**config.mk**
```make
export PLATFORM = sky130hd
export DESIGN_NAME = fsa_status
export DESIGN_NICKNAME = d
export VERILOG_FILES = /design/src/fsa_pkg.sv /design/src/fsa_status.sv
export VERILOG_INCLUDE_DIRS = /design/src
export SDC_FILE = /design/constraint.sdc
export NUM_CORES = 1
export LEC_CHECK = 0
export BUFFER_PORTS_ARGS = -buffer_cell sky130_fd_sc_hd__buf_2
export CORE_MARGIN = 2
export CORE_UTILIZATION = 53
export CTS_BUF_LIST = sky130_fd_sc_hd__clkbuf_4 sky130_fd_sc_hd__clkbuf_8
export CTS_CLUSTER_SIZE = 12
export DETAILED_ROUTE_END_ITERATION = 7
export GPL_TIMING_DRIVEN = 0
export HOLD_SLACK_MARGIN = 0.1
export PLACE_DENSITY_LB_ADDON = 0.2
export SLEW_MARGIN = 20
export SYNTH_ARGS = -nofsm -noshare
export SYNTH_HDL_FRONTEND = slang
export SYNTH_SLANG_ARGS = --single-unit
```
**constraint.sdc**
```tcl
create_clock -name sys_clk -period 4.1 [get_ports sys_clk]
set_input_delay 0.205 -clock sys_clk [delete_from_list [all_inputs] [get_ports sys_clk]]
set_output_delay 0.205 -clock sys_clk [all_outputs]
set_load 0.02 [all_outputs]
```
**src/fsa_defs.svh**
```systemverilog
`ifndef FSA_DEFS_SVH
`define FSA_DEFS_SVH
// status word fields
`define FSA_RP 7
`define FSA_QUAD 6
`define FSA_BP_HI 5
`define FSA_BP_LO 2
`define FSA_LATCH 1
`define FSA_BUSY 0
`define FSA_STATUS_RST 8'h00
`define FSA_BP_RST 4'h0
// instruction codes
`define FSA_SET_LATCH 8'h06
`define FSA_CLR_LATCH 8'h04
`define FSA_STAT_WR 8'h01
`define FSA_STAT_RD 8'h05
`define FSA_RDFR 8'h48
`define FSA_RDERP 8'h81
`define FSA_RST_EN 8'h66
`define FSA_RST 8'h99
`define FSA_SUSP_A 8'h75
`define FSA_SUSP_B 8'hb0
`define FSA_PP 8'h02
`define FSA_PPQ_A 8'h32
`define FSA_PPQ_B 8'h38
`define FSA_SER_A 8'hd7
`define FSA_SER_B 8'h20
`define FSA_BER32 8'h52
`define FSA_BER64 8'hd8
`define FSA_ARR_ERASE_A 8'hc7
`define FSA_ARR_ERASE_B 8'h60
`define FSA_WRFR 8'h42
`define FSA_SRPNV 8'h65
`define FSA_SERPNV 8'h85
`define FSA_IRER 8'h64
`define FSA_IRP 8'h62
`define FSA_WRABR 8'h15
// address map
`define FSA_TOP_MAX 24'h1fffff
`define FSA_TOP_MIN 24'h03ffff
`define FSA_DENS_MAX 2'h3
`define FSA_BLKS_MIN 6'h04
`define FSA_ADDR_MSB 20
`define FSA_SECT_LSB 12
`define FSA_B32_LSB 15
`define FSA_B64_LSB 16
// protect field decode
`define FSA_BP_ONE 4'h1
`define FSA_BP_TOP_END 4'h5
`define FSA_BP_ALL_LO 4'h6
`define FSA_BP_ALL_HI 4'h9
`define FSA_BP_BOT_LO 4'ha
`define FSA_BP_BOT_HI 4'he
`define FSA_SYNC_LEN 3
`endif

```
**src/fsa_pkg.sv**
```systemverilog
package fsa_pkg;
    typedef enum logic [2:0] {
        ST_READY = 3'b001,
        ST_ARRAY = 3'b010,
        ST_NVW = 3'b100
    } fsa_state_e;
    typedef enum logic [2:0] {
        OP_PAGE = 3'h0,
        OP_SECT = 3'h1,
        OP_BLK32 = 3'h2,
        OP_BLK64 = 3'h3,
        OP_CHIP = 3'h4,
        OP_STATUS = 3'h5,
        OP_NV_OTHER = 3'h6
    } fsa_op_e;
endpackage

```
**src/fsa_status.sv**
```systemverilog
`timescale 1ns/1ns
`include "fsa_defs.svh"
module fsa_status (
    // clock and reset
    input wire logic sys_clk,
    input wire logic sys_rst,
    // decoded instruction from the serial front end
    input wire logic cmd_valid,
    input wire logic [7:0] cmd_code,
    input wire logic [7:0] cmd_data,
    input wire logic [23:0] cmd_addr,
    input wire logic [1:0] density_sel,
    // array engine
    input wire logic op_done,
    // pins
    input wire logic wp_n_pin,
    input wire logic hw_rst_n_pin,
    // read answer
    output logic [7:0] rd_data_q,
    output logic rd_valid_q,
    // status view
    output logic busy_q,
    output logic quad_en_q,
    output logic status_locked_q,
    // operation start to the array engine
    output logic op_start_q,
    output logic [2:0] op_kind_q,
    output logic [23:0] op_addr_q,
    output logic [8:0] op_sector_q,
    output logic [5:0] op_blk32_q,
    output logic [4:0] op_blk64_q,
    output logic suspend_q,
    output logic abort_q
);

    // ------------------------------------------------
    // pin synchronisers
    // ------------------------------------------------
    logic [1:0] pin_raw;
    logic [1:0] pin_lvl_q;
    assign pin_raw = {hw_rst_n_pin, wp_n_pin};

    genvar gi;
    generate
        for (gi = 0; gi < 2; gi = gi + 1) begin : g_sync
            logic [`FSA_SYNC_LEN-1:0] sh_q;
            // three stages; level moves once stages two and three agree
            always_ff @(posedge sys_clk) begin
                if (sys_rst) begin
                    sh_q <= 3'h7;
                    pin_lvl_q[gi] <= 1'b1;
                end else begin
                    sh_q <= {sh_q[1:0], pin_raw[gi]};
                    if (sh_q[1] == sh_q[2]) begin
                        pin_lvl_q[gi] <= sh_q[2];
                    end
                end
            end
        end
    endgenerate

    logic wp_lvl;
    logic hw_rst_act;
    assign wp_lvl = pin_lvl_q[0];
    assign hw_rst_act = ~pin_lvl_q[1];

    // ------------------------------------------------
    // state
    // ------------------------------------------------
    fsa_pkg::fsa_state_e state_q;
    fsa_pkg::fsa_state_e state_d;
    logic reg_protect_bit_q;
    logic quad_pin_enable_q;
    logic [3:0] protect_field_q;
    logic write_enable_latch_q;
    logic [7:0] wr_pend_q;
    logic [7:0] status_word;

    // live status byte, busy taken from the state
    assign status_word = {reg_protect_bit_q, quad_pin_enable_q,
                          protect_field_q, write_enable_latch_q,
                          busy_q};

    // ------------------------------------------------
    // instruction decode
    // ------------------------------------------------
    logic is_stat_rd;
    logic is_rdreg;
    logic is_rst;
    logic is_susp;
    logic is_set_latch;
    logic is_clr_latch;
    logic is_stat_wr;
    logic is_page;
    logic is_sect;
    logic is_b32;
    logic is_b64;
    logic is_chip;
    logic is_nvo;
    assign is_stat_rd = cmd_code == `FSA_STAT_RD;
    assign is_rdreg = (cmd_code == `FSA_RDFR) | (cmd_code == `FSA_RDERP);
    assign is_rst = (cmd_code == `FSA_RST_EN) | (cmd_code == `FSA_RST);
    assign is_susp = (cmd_code == `FSA_SUSP_A) | (cmd_code == `FSA_SUSP_B);
    assign is_set_latch = cmd_code == `FSA_SET_LATCH;
    assign is_clr_latch = cmd_code == `FSA_CLR_LATCH;
    assign is_stat_wr = cmd_code == `FSA_STAT_WR;
    assign is_page = (cmd_code == `FSA_PP) | (cmd_code == `FSA_PPQ_A)
                   | (cmd_code == `FSA_PPQ_B);
    assign is_sect = (cmd_code == `FSA_SER_A) | (cmd_code == `FSA_SER_B);
    assign is_b32 = cmd_code == `FSA_BER32;
    assign is_b64 = cmd_code == `FSA_BER64;
    assign is_chip = (cmd_code == `FSA_ARR_ERASE_A) | (cmd_code == `FSA_ARR_ERASE_B);
    assign is_nvo = (cmd_code == `FSA_WRFR) | (cmd_code == `FSA_SRPNV)
                  | (cmd_code == `FSA_SERPNV) | (cmd_code == `FSA_IRER)
                  | (cmd_code == `FSA_IRP) | (cmd_code == `FSA_WRABR);

    // ------------------------------------------------
    // address map and block protection
    // ------------------------------------------------
    logic [23:0] top_addr;
    logic [23:0] addr_m;
    logic [5:0] nblk;
    logic [5:0] blk6;
    logic [5:0] n_top;
    logic [5:0] n_bot;
    logic bp_top;
    logic bp_bot;
    logic bp_all;
    logic blk_prot;
    // top address shrinks by halves from the largest density
    assign top_addr = `FSA_TOP_MAX >> (`FSA_DENS_MAX - density_sel);
    assign addr_m = cmd_addr & top_addr;
    assign nblk = 6'(`FSA_BLKS_MIN << density_sel);
    assign blk6 = {1'b0, addr_m[`FSA_ADDR_MSB:`FSA_B64_LSB]};
    assign n_top = 6'(6'h01 << (protect_field_q - `FSA_BP_ONE));
    assign n_bot = 6'(6'h01 << (`FSA_BP_BOT_HI - protect_field_q));
    assign bp_top = (protect_field_q >= `FSA_BP_ONE)
                  & (protect_field_q <= `FSA_BP_TOP_END);
    assign bp_bot = (protect_field_q >= `FSA_BP_BOT_LO)
                  & (protect_field_q <= `FSA_BP_BOT_HI);
    // a range as wide as the array protects everything
    assign bp_all = ((protect_field_q >= `FSA_BP_ALL_LO)
                   & (protect_field_q <= `FSA_BP_ALL_HI))
                  | (bp_top & (n_top >= nblk))
                  | (bp_bot & (n_bot >= nblk));
    assign blk_prot = bp_all
                    | (bp_top & (blk6 >= (nblk - n_top)))
                    | (bp_bot & (blk6 < n_bot));

    // ------------------------------------------------
    // acceptance
    // ------------------------------------------------
    logic ready;
    logic busy_ok;
    logic take;
    logic wr_lock;
    logic arr_ok;
    logic go_arr;
    logic go_stat_wr;
    logic go_nvo;
    logic sw_rst;
    logic end_op;
    assign ready = state_q == fsa_pkg::ST_READY;
    assign busy_ok = is_stat_rd | is_rdreg | is_rst | is_susp;
    // anything else is dropped while busy and touches nothing
    assign take = cmd_valid & ~hw_rst_act & (ready | busy_ok);
    assign wr_lock = reg_protect_bit_q & ~wp_lvl;
    assign arr_ok = ((is_page | is_sect | is_b32 | is_b64) & ~blk_prot)
                  | (is_chip & (protect_field_q == `FSA_BP_RST));
    assign go_arr = take & ready & write_enable_latch_q & arr_ok;
    assign go_stat_wr = take & ready & write_enable_latch_q
                      & is_stat_wr & ~wr_lock;
    assign go_nvo = take & ready & write_enable_latch_q & is_nvo;
    assign sw_rst = take & is_rst;
    assign end_op = op_done & ~ready;

    // ------------------------------------------------
    // operation state
    // ------------------------------------------------
    // next state of the internal operation
    always_comb begin
        state_d = state_q;
        unique case (state_q)
            fsa_pkg::ST_READY: begin
                if (go_arr | go_nvo) begin
                    state_d = fsa_pkg::ST_ARRAY;
                end else if (go_stat_wr) begin
                    state_d = fsa_pkg::ST_NVW;
                end
            end
            fsa_pkg::ST_ARRAY, fsa_pkg::ST_NVW: begin
                if (end_op | sw_rst | hw_rst_act) begin
                    state_d = fsa_pkg::ST_READY;
                end
            end
        endcase
    end

    // state and busy flag
    always_ff @(posedge sys_clk) begin
        if (sys_rst) begin
            state_q <= fsa_pkg::ST_READY;
            busy_q <= 1'b0;
        end else begin
            state_q <= state_d;
            busy_q <= state_d != fsa_pkg::ST_READY;
        end
    end

    // stored status bits, committed when the cell write completes
    always_ff @(posedge sys_clk) begin
        if (sys_rst) begin
            reg_protect_bit_q <= 1'b0;
            quad_pin_enable_q <= 1'b0;
            protect_field_q <= `FSA_BP_RST;
            wr_pend_q <= `FSA_STATUS_RST;
        end else begin
            if (go_stat_wr) begin
                wr_pend_q <= cmd_data;
            end
            if (end_op & (state_q == fsa_pkg::ST_NVW)) begin
                reg_protect_bit_q <= wr_pend_q[`FSA_RP];
                quad_pin_enable_q <= wr_pend_q[`FSA_QUAD];
                protect_field_q <= wr_pend_q[`FSA_BP_HI:`FSA_BP_LO];
            end
        end
    end

    // write-enable latch: set and clear commands, auto clear at op end
    always_ff @(posedge sys_clk) begin
        if (sys_rst) begin
            write_enable_latch_q <= 1'b0;
        end else if (end_op | sw_rst | hw_rst_act) begin
            write_enable_latch_q <= 1'b0;
        end else if (take & ready & is_set_latch) begin
            write_enable_latch_q <= 1'b1;
        end else if (take & ready & is_clr_latch) begin
            write_enable_latch_q <= 1'b0;
        end
    end

    // ------------------------------------------------
    // answers and engine controls
    // ------------------------------------------------
    always_ff @(posedge sys_clk) begin
        if (sys_rst) begin
            rd_data_q <= `FSA_STATUS_RST;
            rd_valid_q <= 1'b0;
            suspend_q <= 1'b0;
            abort_q <= 1'b0;
        end else begin
            rd_valid_q <= take & is_stat_rd;
            if (take & is_stat_rd) begin
                rd_data_q <= status_word;
            end
            suspend_q <= take & is_susp & (state_q == fsa_pkg::ST_ARRAY);
            abort_q <= ~ready & (sw_rst | hw_rst_act);
        end
    end

    // status view for the pin muxing and write guards
    always_ff @(posedge sys_clk) begin
        if (sys_rst) begin
            quad_en_q <= 1'b0;
            status_locked_q <= 1'b0;
        end else begin
            quad_en_q <= quad_pin_enable_q;
            status_locked_q <= reg_protect_bit_q;
        end
    end

    // operation start with decoded sector and block indices
    always_ff @(posedge sys_clk) begin
        if (sys_rst) begin
            op_start_q <= 1'b0;
            op_kind_q <= fsa_pkg::OP_PAGE;
            op_addr_q <= 24'h000000;
            op_sector_q <= 9'h000;
            op_blk32_q <= 6'h00;
            op_blk64_q <= 5'h00;
        end else begin
            op_start_q <= go_arr | go_nvo | go_stat_wr;
            if (go_arr | go_nvo | go_stat_wr) begin
                op_addr_q <= addr_m;
                op_sector_q <= addr_m[`FSA_ADDR_MSB:`FSA_SECT_LSB];
                op_blk32_q <= addr_m[`FSA_ADDR_MSB:`FSA_B32_LSB];
                op_blk64_q <= addr_m[`FSA_ADDR_MSB:`FSA_B64_LSB];
                if (go_stat_wr) begin
                    op_kind_q <= fsa_pkg::OP_STATUS;
                end else if (go_nvo) begin
                    op_kind_q <= fsa_pkg::OP_NV_OTHER;
                end else if (is_chip) begin
                    op_kind_q <= fsa_pkg::OP_CHIP;
                end else if (is_b64) begin
                    op_kind_q <= fsa_pkg::OP_BLK64;
                end else if (is_b32) begin
                    op_kind_q <= fsa_pkg::OP_BLK32;
                end else if (is_sect) begin
                    op_kind_q <= fsa_pkg::OP_SECT;
                end else begin
                    op_kind_q <= fsa_pkg::OP_PAGE;
                end
            end
        end
    end

endmodule

```
After elaboration in Yosys (flattened, before gate mapping) --
Cells that the tools add are included.
Cells by class: muxes and demuxes 12, shift-type cells 4, reduce and logical (&&, ||, !) cells 4, $lt $le $gt $ge 10, equal/unequal tests 31, bitwise operators 62, add/sub/neg operators 4
Operators with widths (count):
- 8-bit by 7-bit == test with 1-bit output (second input constant) | 9
- 8-bit == test (second input constant) | 7
- 1-bit bitwise OR | 29
- 1-bit bitwise AND | 27
- 24-bit bitwise AND | 1
- 8-bit by 3-bit == test with 1-bit output (second input constant) | 3
- 8-bit by 6-bit == test with 1-bit output (second input constant) | 3
- 21-bit by 2-bit right shift with 24-bit output (first input constant) | 1
- 3-bit two-way mux | 6
- 6-bit >= comparator | 2
- 1-bit by 4-bit << shifter with 6-bit output (first input constant) | 2
- 8-bit by 1-bit == test with 1-bit output (second input constant) | 1
- 8-bit by 2-bit == test with 1-bit output (second input constant) | 1
- 8-bit by 5-bit == test with 1-bit output (second input constant) | 1
- 4-bit <= comparator (second input constant) | 2
- 5-bit by 6-bit >= comparator with 1-bit output | 1
- 5-bit by 6-bit < comparator with 1-bit output | 1
- 3-bit case mux with 2 select lines | 1
- 3-bit by 2-bit << shifter with 6-bit output (first input constant) | 1
- 6-bit subtractor | 1
- 1-bit inverter | 5
- 4-bit by 1-bit >= comparator with 1-bit output (second input constant) | 1
- 4-bit by 3-bit >= comparator with 1-bit output (second input constant) | 1
- 4-bit >= comparator (second input constant) | 1
- 14 further kinds | 19
Word-level totals: bits in registers 88, input bits 48, output and inout port bits 62

Longest topological paths before layout --
depth after elaboration 16, depth in mapped cells 17, mapped depth without buffers 15

Worst setup path before layout --
No wires, ideal clock.
path type reg-to-reg, from register protect_field_q[1], to register op_addr_q[10], required time 3.983 ns, library setup time 0.117 ns, data arrival time 3.278 ns, setup slack 0.705 ns, stages on the path, launching flop included 18, path through dfxtp_1 -> buf_2 -> nor2_1 -> ha_1 -> nor2_1 -> nand3_1 -> ha_1 -> a21o_1 -> a21oi_1 -> xnor2_1 -> ha_1 -> nand2_1 -> o21ai_0 -> nand3b_1 -> a31oi_2 -> a21oi_2 -> buf_4 -> a32o_1
Between the ends: longest elaborated chain between the ends 14
Ends and longest elaborated chain:
- from (decl) | RTL line fsa_status.sv:74 | logic [3:0] protect_field_q;
- from (signal assigned) | RTL line fsa_status.sv:215 | protect_field_q <= `FSA_BP_RST;
- from (signal assigned) | RTL line fsa_status.sv:224 | protect_field_q <= wr_pend_q[`FSA_BP_HI:`FSA_BP_LO];
- parallel branches: the longest is 10 deep, another holds 6-bit subtractor
- 1-bit bitwise OR (*) | RTL line fsa_status.sv:168 | assign arr_ok = ((is_page | is_sect | is_b32 | is_b64) & ~blk_prot)
- 1-bit bitwise AND (*) | RTL line fsa_status.sv:170 | assign go_arr = take & ready & write_enable_latch_q & arr_ok;
- 1-bit bitwise OR (*) (2 in series) | RTL line fsa_status.sv:283 | if (go_arr | go_nvo | go_stat_wr) begin
- to (signal assigned) | RTL line fsa_status.sv:284 | op_addr_q <= addr_m;
- to (decl) | RTL line fsa_status.sv:28 | output logic [23:0] op_addr_q,
Mark *: on every way between the ends. A chain may end at the register's enable or synchronous reset.

Worst setup path after layout --
from register protect_field_q[0], to register op_addr_q[7]
Same word-level chain as after synthesis.

==> run_summary.xml <==
<?xml version="1.0" encoding="UTF-8"?>
<metrics>
  <group name="worst_setup_path">
    <metric name="timing_worst_setup_path_type" unit="">reg -&gt; reg</metric>
    <metric name="critical_path_data_arrival_time" unit="ns">4.01</metric>
    <metric name="crit_chain" unit="">clkbuf_4 -&gt; nor2_1 -&gt; ha_1 -&gt; nor2_2 -&gt; nand3_1 -&gt; ha_1 -&gt; a21o_1 -&gt; a21oi_1 -&gt; xnor2_1 -&gt; ha_1 -&gt; nand2_1 -&gt; o21ai_0 -&gt; nand3b_1 -&gt; a31o_2 -&gt; o21ai_4 -&gt; buf_6 -&gt; a32o_1</metric>
    <metric name="worst_ep_required_time" unit="ns">4.38</metric>
    <metric name="worst_setup_path_end_kind" unit="">flop</metric>
    <metric name="critical-path-slowest-cell" unit="">dfxtp_1</metric>
    <metric name="worstSetupStartpointType" unit="">flop</metric>
    <metric name="critical-path-top-cell-by-count" unit="">ha_1</metric>
    <metric name="critical_path_peak_fanout" unit="">10</metric>
    <metric name="cp_slowest_stage_delay" unit="ns">0.38</metric>
  </group>
  <group name="timing">
    <metric name="final_min_period_over_clock_period" unit="%">91.1</metric>
    <metric name="worst_path_setup_slack_after_routing" unit="ns">0.366</metric>
    <metric name="slew_violations" unit="">0</metric>
    <metric name="min_period" unit="ns">3.73</metric>
    <metric name="setup_total_negative_slack" unit="ns">0</metric>
    <metric name="final-hold-violation-count" unit="">0</metric>
    <metric name="clock.fmax" unit="MHz">268</metric>
    <metric name="least_margin_pin_slew" unit="ns">0.622</metric>
    <metric name="slew-limit-headroom" unit="%">58.1</metric>
    <metric name="fin_skew" unit="ns">0.0129</metric>
    <metric name="setup_viol" unit="">0</metric>
    <metric name="grt_setup_unrepaired" unit="">no</metric>
  </group>
  <group name="cts">
    <metric name="cts.root.buffer_cell" unit="">clkbuf_8</metric>
    <metric name="tritoncts" unit="">built</metric>
    <metric name="clock_latency_on_the_worst_skew_pair" unit="ns">0.34</metric>
    <metric name="clkTransAtPathRegs" unit="ns">0.07</metric>
    <metric name="clock_sink_count" unit="">63</metric>
    <metric name="ctsLongestPathBuffers" unit="">2</metric>
    <metric name="htree_levels" unit="">3</metric>
    <metric name="cts_buffers" unit="">9</metric>
  </group>
  <group name="power">
    <metric name="p_leak" unit="nW">2.08</metric>
    <metric name="clockPowerShare" unit="%">42.5</metric>
    <metric name="internal_power" unit="mW">0.979</metric>
    <metric name="power_frac_seq" unit="%">47.3</metric>
    <metric name="power_frac_comb" unit="%">10.2</metric>
    <metric name="switching_share" unit="%">24.7</metric>
    <metric name="pwr_density_cell" unit="nW/um2">288</metric>
    <metric name="power.ir.vdd_worst" unit="mV">0.309</metric>
    <metric name="p_switching" unit="mW">0.322</metric>
  </group>
  <group name="die">
    <metric name="fp.dieW" unit="um">85.6</metric>
    <metric name="row_count" unit="">29</metric>
    <metric name="die_height" unit="um">85.6</metric>
    <metric name="initial_utilization" unit="%">55.2</metric>
    <metric name="fp.dieArea" unit="um2">7320</metric>
    <metric name="floorplan.io_pins" unit="">110</metric>
    <metric name="core_footprint" unit="um2">6390</metric>
  </group>
  <group name="synth">
    <metric name="yosysWarningCount" unit="">0</metric>
    <metric name="synth.cell_area" unit="um2">3520</metric>
    <metric name="synth_top_family_by_area" unit="">simple AND/OR/NAND/NOR gates</metric>
    <metric name="synth.most_common_cell" unit="">dfxtp_1</metric>
    <metric name="synth.mux.area_fraction" unit="%">4.26</metric>
    <metric name="per_instance_average_area_after_synthesis" unit="um2">8.81</metric>
    <metric name="synthDistinctLibCells" unit="">61</metric>
    <metric name="synth_top_area_cell" unit="">dfxtp_1</metric>
    <metric name="sequential_fraction_of_the_synthesis_area" unit="%">35.8</metric>
    <metric name="post_synth_and_or_nand_nor_area_fraction" unit="%">21.4</metric>
    <metric name="synth_edf_count" unit="">0</metric>
    <metric name="post_synth_most_frequent_cells" unit="">dfxtp_1, nor2_1, nand2_1</metric>
    <metric name="synth_adder_area_share" unit="%">6.74</metric>
    <metric name="synth-xor-area-share" unit="%">1.99</metric>
    <metric name="async_reset_ff_share" unit="%">0</metric>
    <metric name="synth_top_area_share" unit="%">35.8</metric>
    <metric name="yosys_most_used_dff" unit="">dfxtp_1</metric>
    <metric name="post_synth_inst_count" unit="">400</metric>
    <metric name="yosys-top-cells-area" unit="">dfxtp_1, ha_1, a32o_1</metric>
    <metric name="synth_compound_gate_area_share" unit="%">19.4</metric>
    <metric name="ys_ff_latch" unit="">63</metric>
  </group>
  <group name="grt">
    <metric name="first_pass_grt_wire_length" unit="mm">14.6</metric>
    <metric name="grt_start_max_net_pins" unit="">12</metric>
    <metric name="number_of_antenna_violations_at_the_first_check_in_global_routing" unit="">0</metric>
    <metric name="globalRoute.totalOverflow" unit="">0</metric>
    <metric name="globalRouteTotalUtil" unit="%">24.8</metric>
    <metric name="grt_pass1_vias" unit="">3215</metric>
  </group>
  <group name="final_layout">
    <metric name="num-fill-cells" unit="">528</metric>
    <metric name="diodes" unit="">0</metric>
    <metric name="final_layout_size_suffix_gt1_share" unit="%">31.9</metric>
    <metric name="multi_input_area" unit="um2">1920</metric>
    <metric name="layout.nets" unit="">595</metric>
    <metric name="areaGrowthSynthToFinish" unit="%">28.1</metric>
    <metric name="sequential_cell_area" unit="um2">1260</metric>
  </group>
  <group name="job">
    <metric name="timing.max_cap.violations" unit="">0</metric>
  </group>
  <group name="place">
    <metric name="placement.setup.worst_slack" unit="ns">0.278</metric>
    <metric name="port_buffers" unit="">97</metric>
    <metric name="gpl.final_weighted_congestion" unit="">0.901</metric>
    <metric name="hpwlAfterDp" unit="mm">6.68</metric>
  </group>
  <group name="route">
    <metric name="drt_iter0_markers" unit="">136</metric>
    <metric name="via_per_inst" unit="">5.60</metric>
    <metric name="drt_pass1_iterations" unit="">4</metric>
    <metric name="drtAntennaViolNets" unit="">0</metric>
    <metric name="drc" unit="">0</metric>
    <metric name="routed_wl" unit="mm">9.18</metric>
    <metric name="wire_per_inst" unit="um">15.0</metric>
    <metric name="vias" unit="">3413</metric>
  </group>
  <group name="hold_path">
    <metric name="worst_hold_path_type" unit="">in -&gt; reg</metric>
  </group>
  <group name="run_status">
    <metric name="run_status" unit="">completed</metric>
  </group>
</metrics>
-- final timing paths --
path | cells after the start | endpoint | slack (ns) | startpoint
max | 17 | op_addr_q[7] | 0.37 | protect_field_q[0]
min | 3 | wr_pend_q[5] | 0.10 | cmd_data[5]
max reg2reg | 17 | op_addr_q[7] | 0.37 | protect_field_q[0]
min reg2reg | 1 | g_sync[1].sh_q[1] | 0.42 | g_sync[1].sh_q[0]
-- routing by layer --
layer	part of all wire, %	global-route usage [%]	vias to the layer above
li1	-	-	1679
met1	43	30.6	1607
met2	49	42.8	115
met3	5.8	5.29	12
met4	1.6	8.37	0
met5	0	0	-
-- metrics by stage --
stage	hold WS [ns]	std cells	util [%]	area (um2)	power, mW
6_report	0.104	610	70.7	4510	1.30
5_1_grt	0.113	610	70.7	4510	1.34
4_1_cts	0.102	610	70.4	4500	1.30
3_5_place_dp	0.393	576	64.4	4110	0.747
3_3_place_gp	0.390	576	64.4	4110	0.744
2_1_floorplan	0.309	402	-	3530	0.705
-- area by class of cell --
class / instances / share of cell area, %
clock buffers: 11 / 3.22
multi-input cells: 275 / 42.5
inverters: 18 / 1.50
flip-flops and latches: 63 / 28.0
clock inverters: 5 / 1.27
plain buffers: 46 / 6.62
well taps: 77 / 2.13
repair buffers: 115 / 14.7
-- cells in the final DEF, fill, tap and decap left out, types with 4 or more instances in the layout --
cell type and count:
o21ai_0 12, a21oi_1 18, a31oi_1 4, inv_1 17
or2_2 7, nand2b_1 6, and2_1 4, nor2_1 35
clkbuf_8 10, mux2i_1 15, dlygate4sd3_1 18, nand3_1 7
nand2_1 29, dfxtp_1 62, clkbuf_1 8, xnor2_1 5
nor2b_1 8, a21o_1 4, ha_1 19, buf_2 105
a32o_1 23, buf_4 26, nor3_1 12, nand4_1 4
and3_1 5
-- state kept, by name, indices dropped and copies added, names as in the netlist, 3 cells and up --
name             cells
op_addr_q           21
rd_data_q            8
g_sync.sh_q          6
wr_pend_q            6
protect_field_q      4
op_kind_q            3
state_q              3
-- repair_timing --
item,in CTS,in global routing
endpoints found under the hold margin,18,0
hold buffers,18,0
setup endpoints to repair,0,22
setup buffers,0,0
resized for setup,0,7
-- critical path, delay by kind of cell, from the launching register on --
family	cells	cell delay (ns)
compound gates	6	1.25
fa+ha+maj	3	0.96
simple gates	5	0.57
buf+inv	2	0.40
flops	1	0.38
xor+xnor	1	0.09
-- cell families (layout without fill, tap and decap cells) --
logic type      count (synthesis)  after routing
other cells                     1              3
simple gates                  142            142
xor+xnor                        8              8
fa+ha+maj                      19             19
mux                            15             15
buf+inv                        64            195
flops                          63             63
compound gates                 88             88
-- power by group through the flow --
stage	clock network (mW)	registers (mW)	logic, mW
3_3_place_gp	0	0.629	0.115
6_report	0.553	0.615	0.133
5_1_grt	0.581	0.615	0.147
4_1_cts	0.552	0.615	0.131
3_5_place_dp	0	0.629	0.117
2_1_floorplan	0	0.629	0.0765
Power figures use the tool's default switching activity.
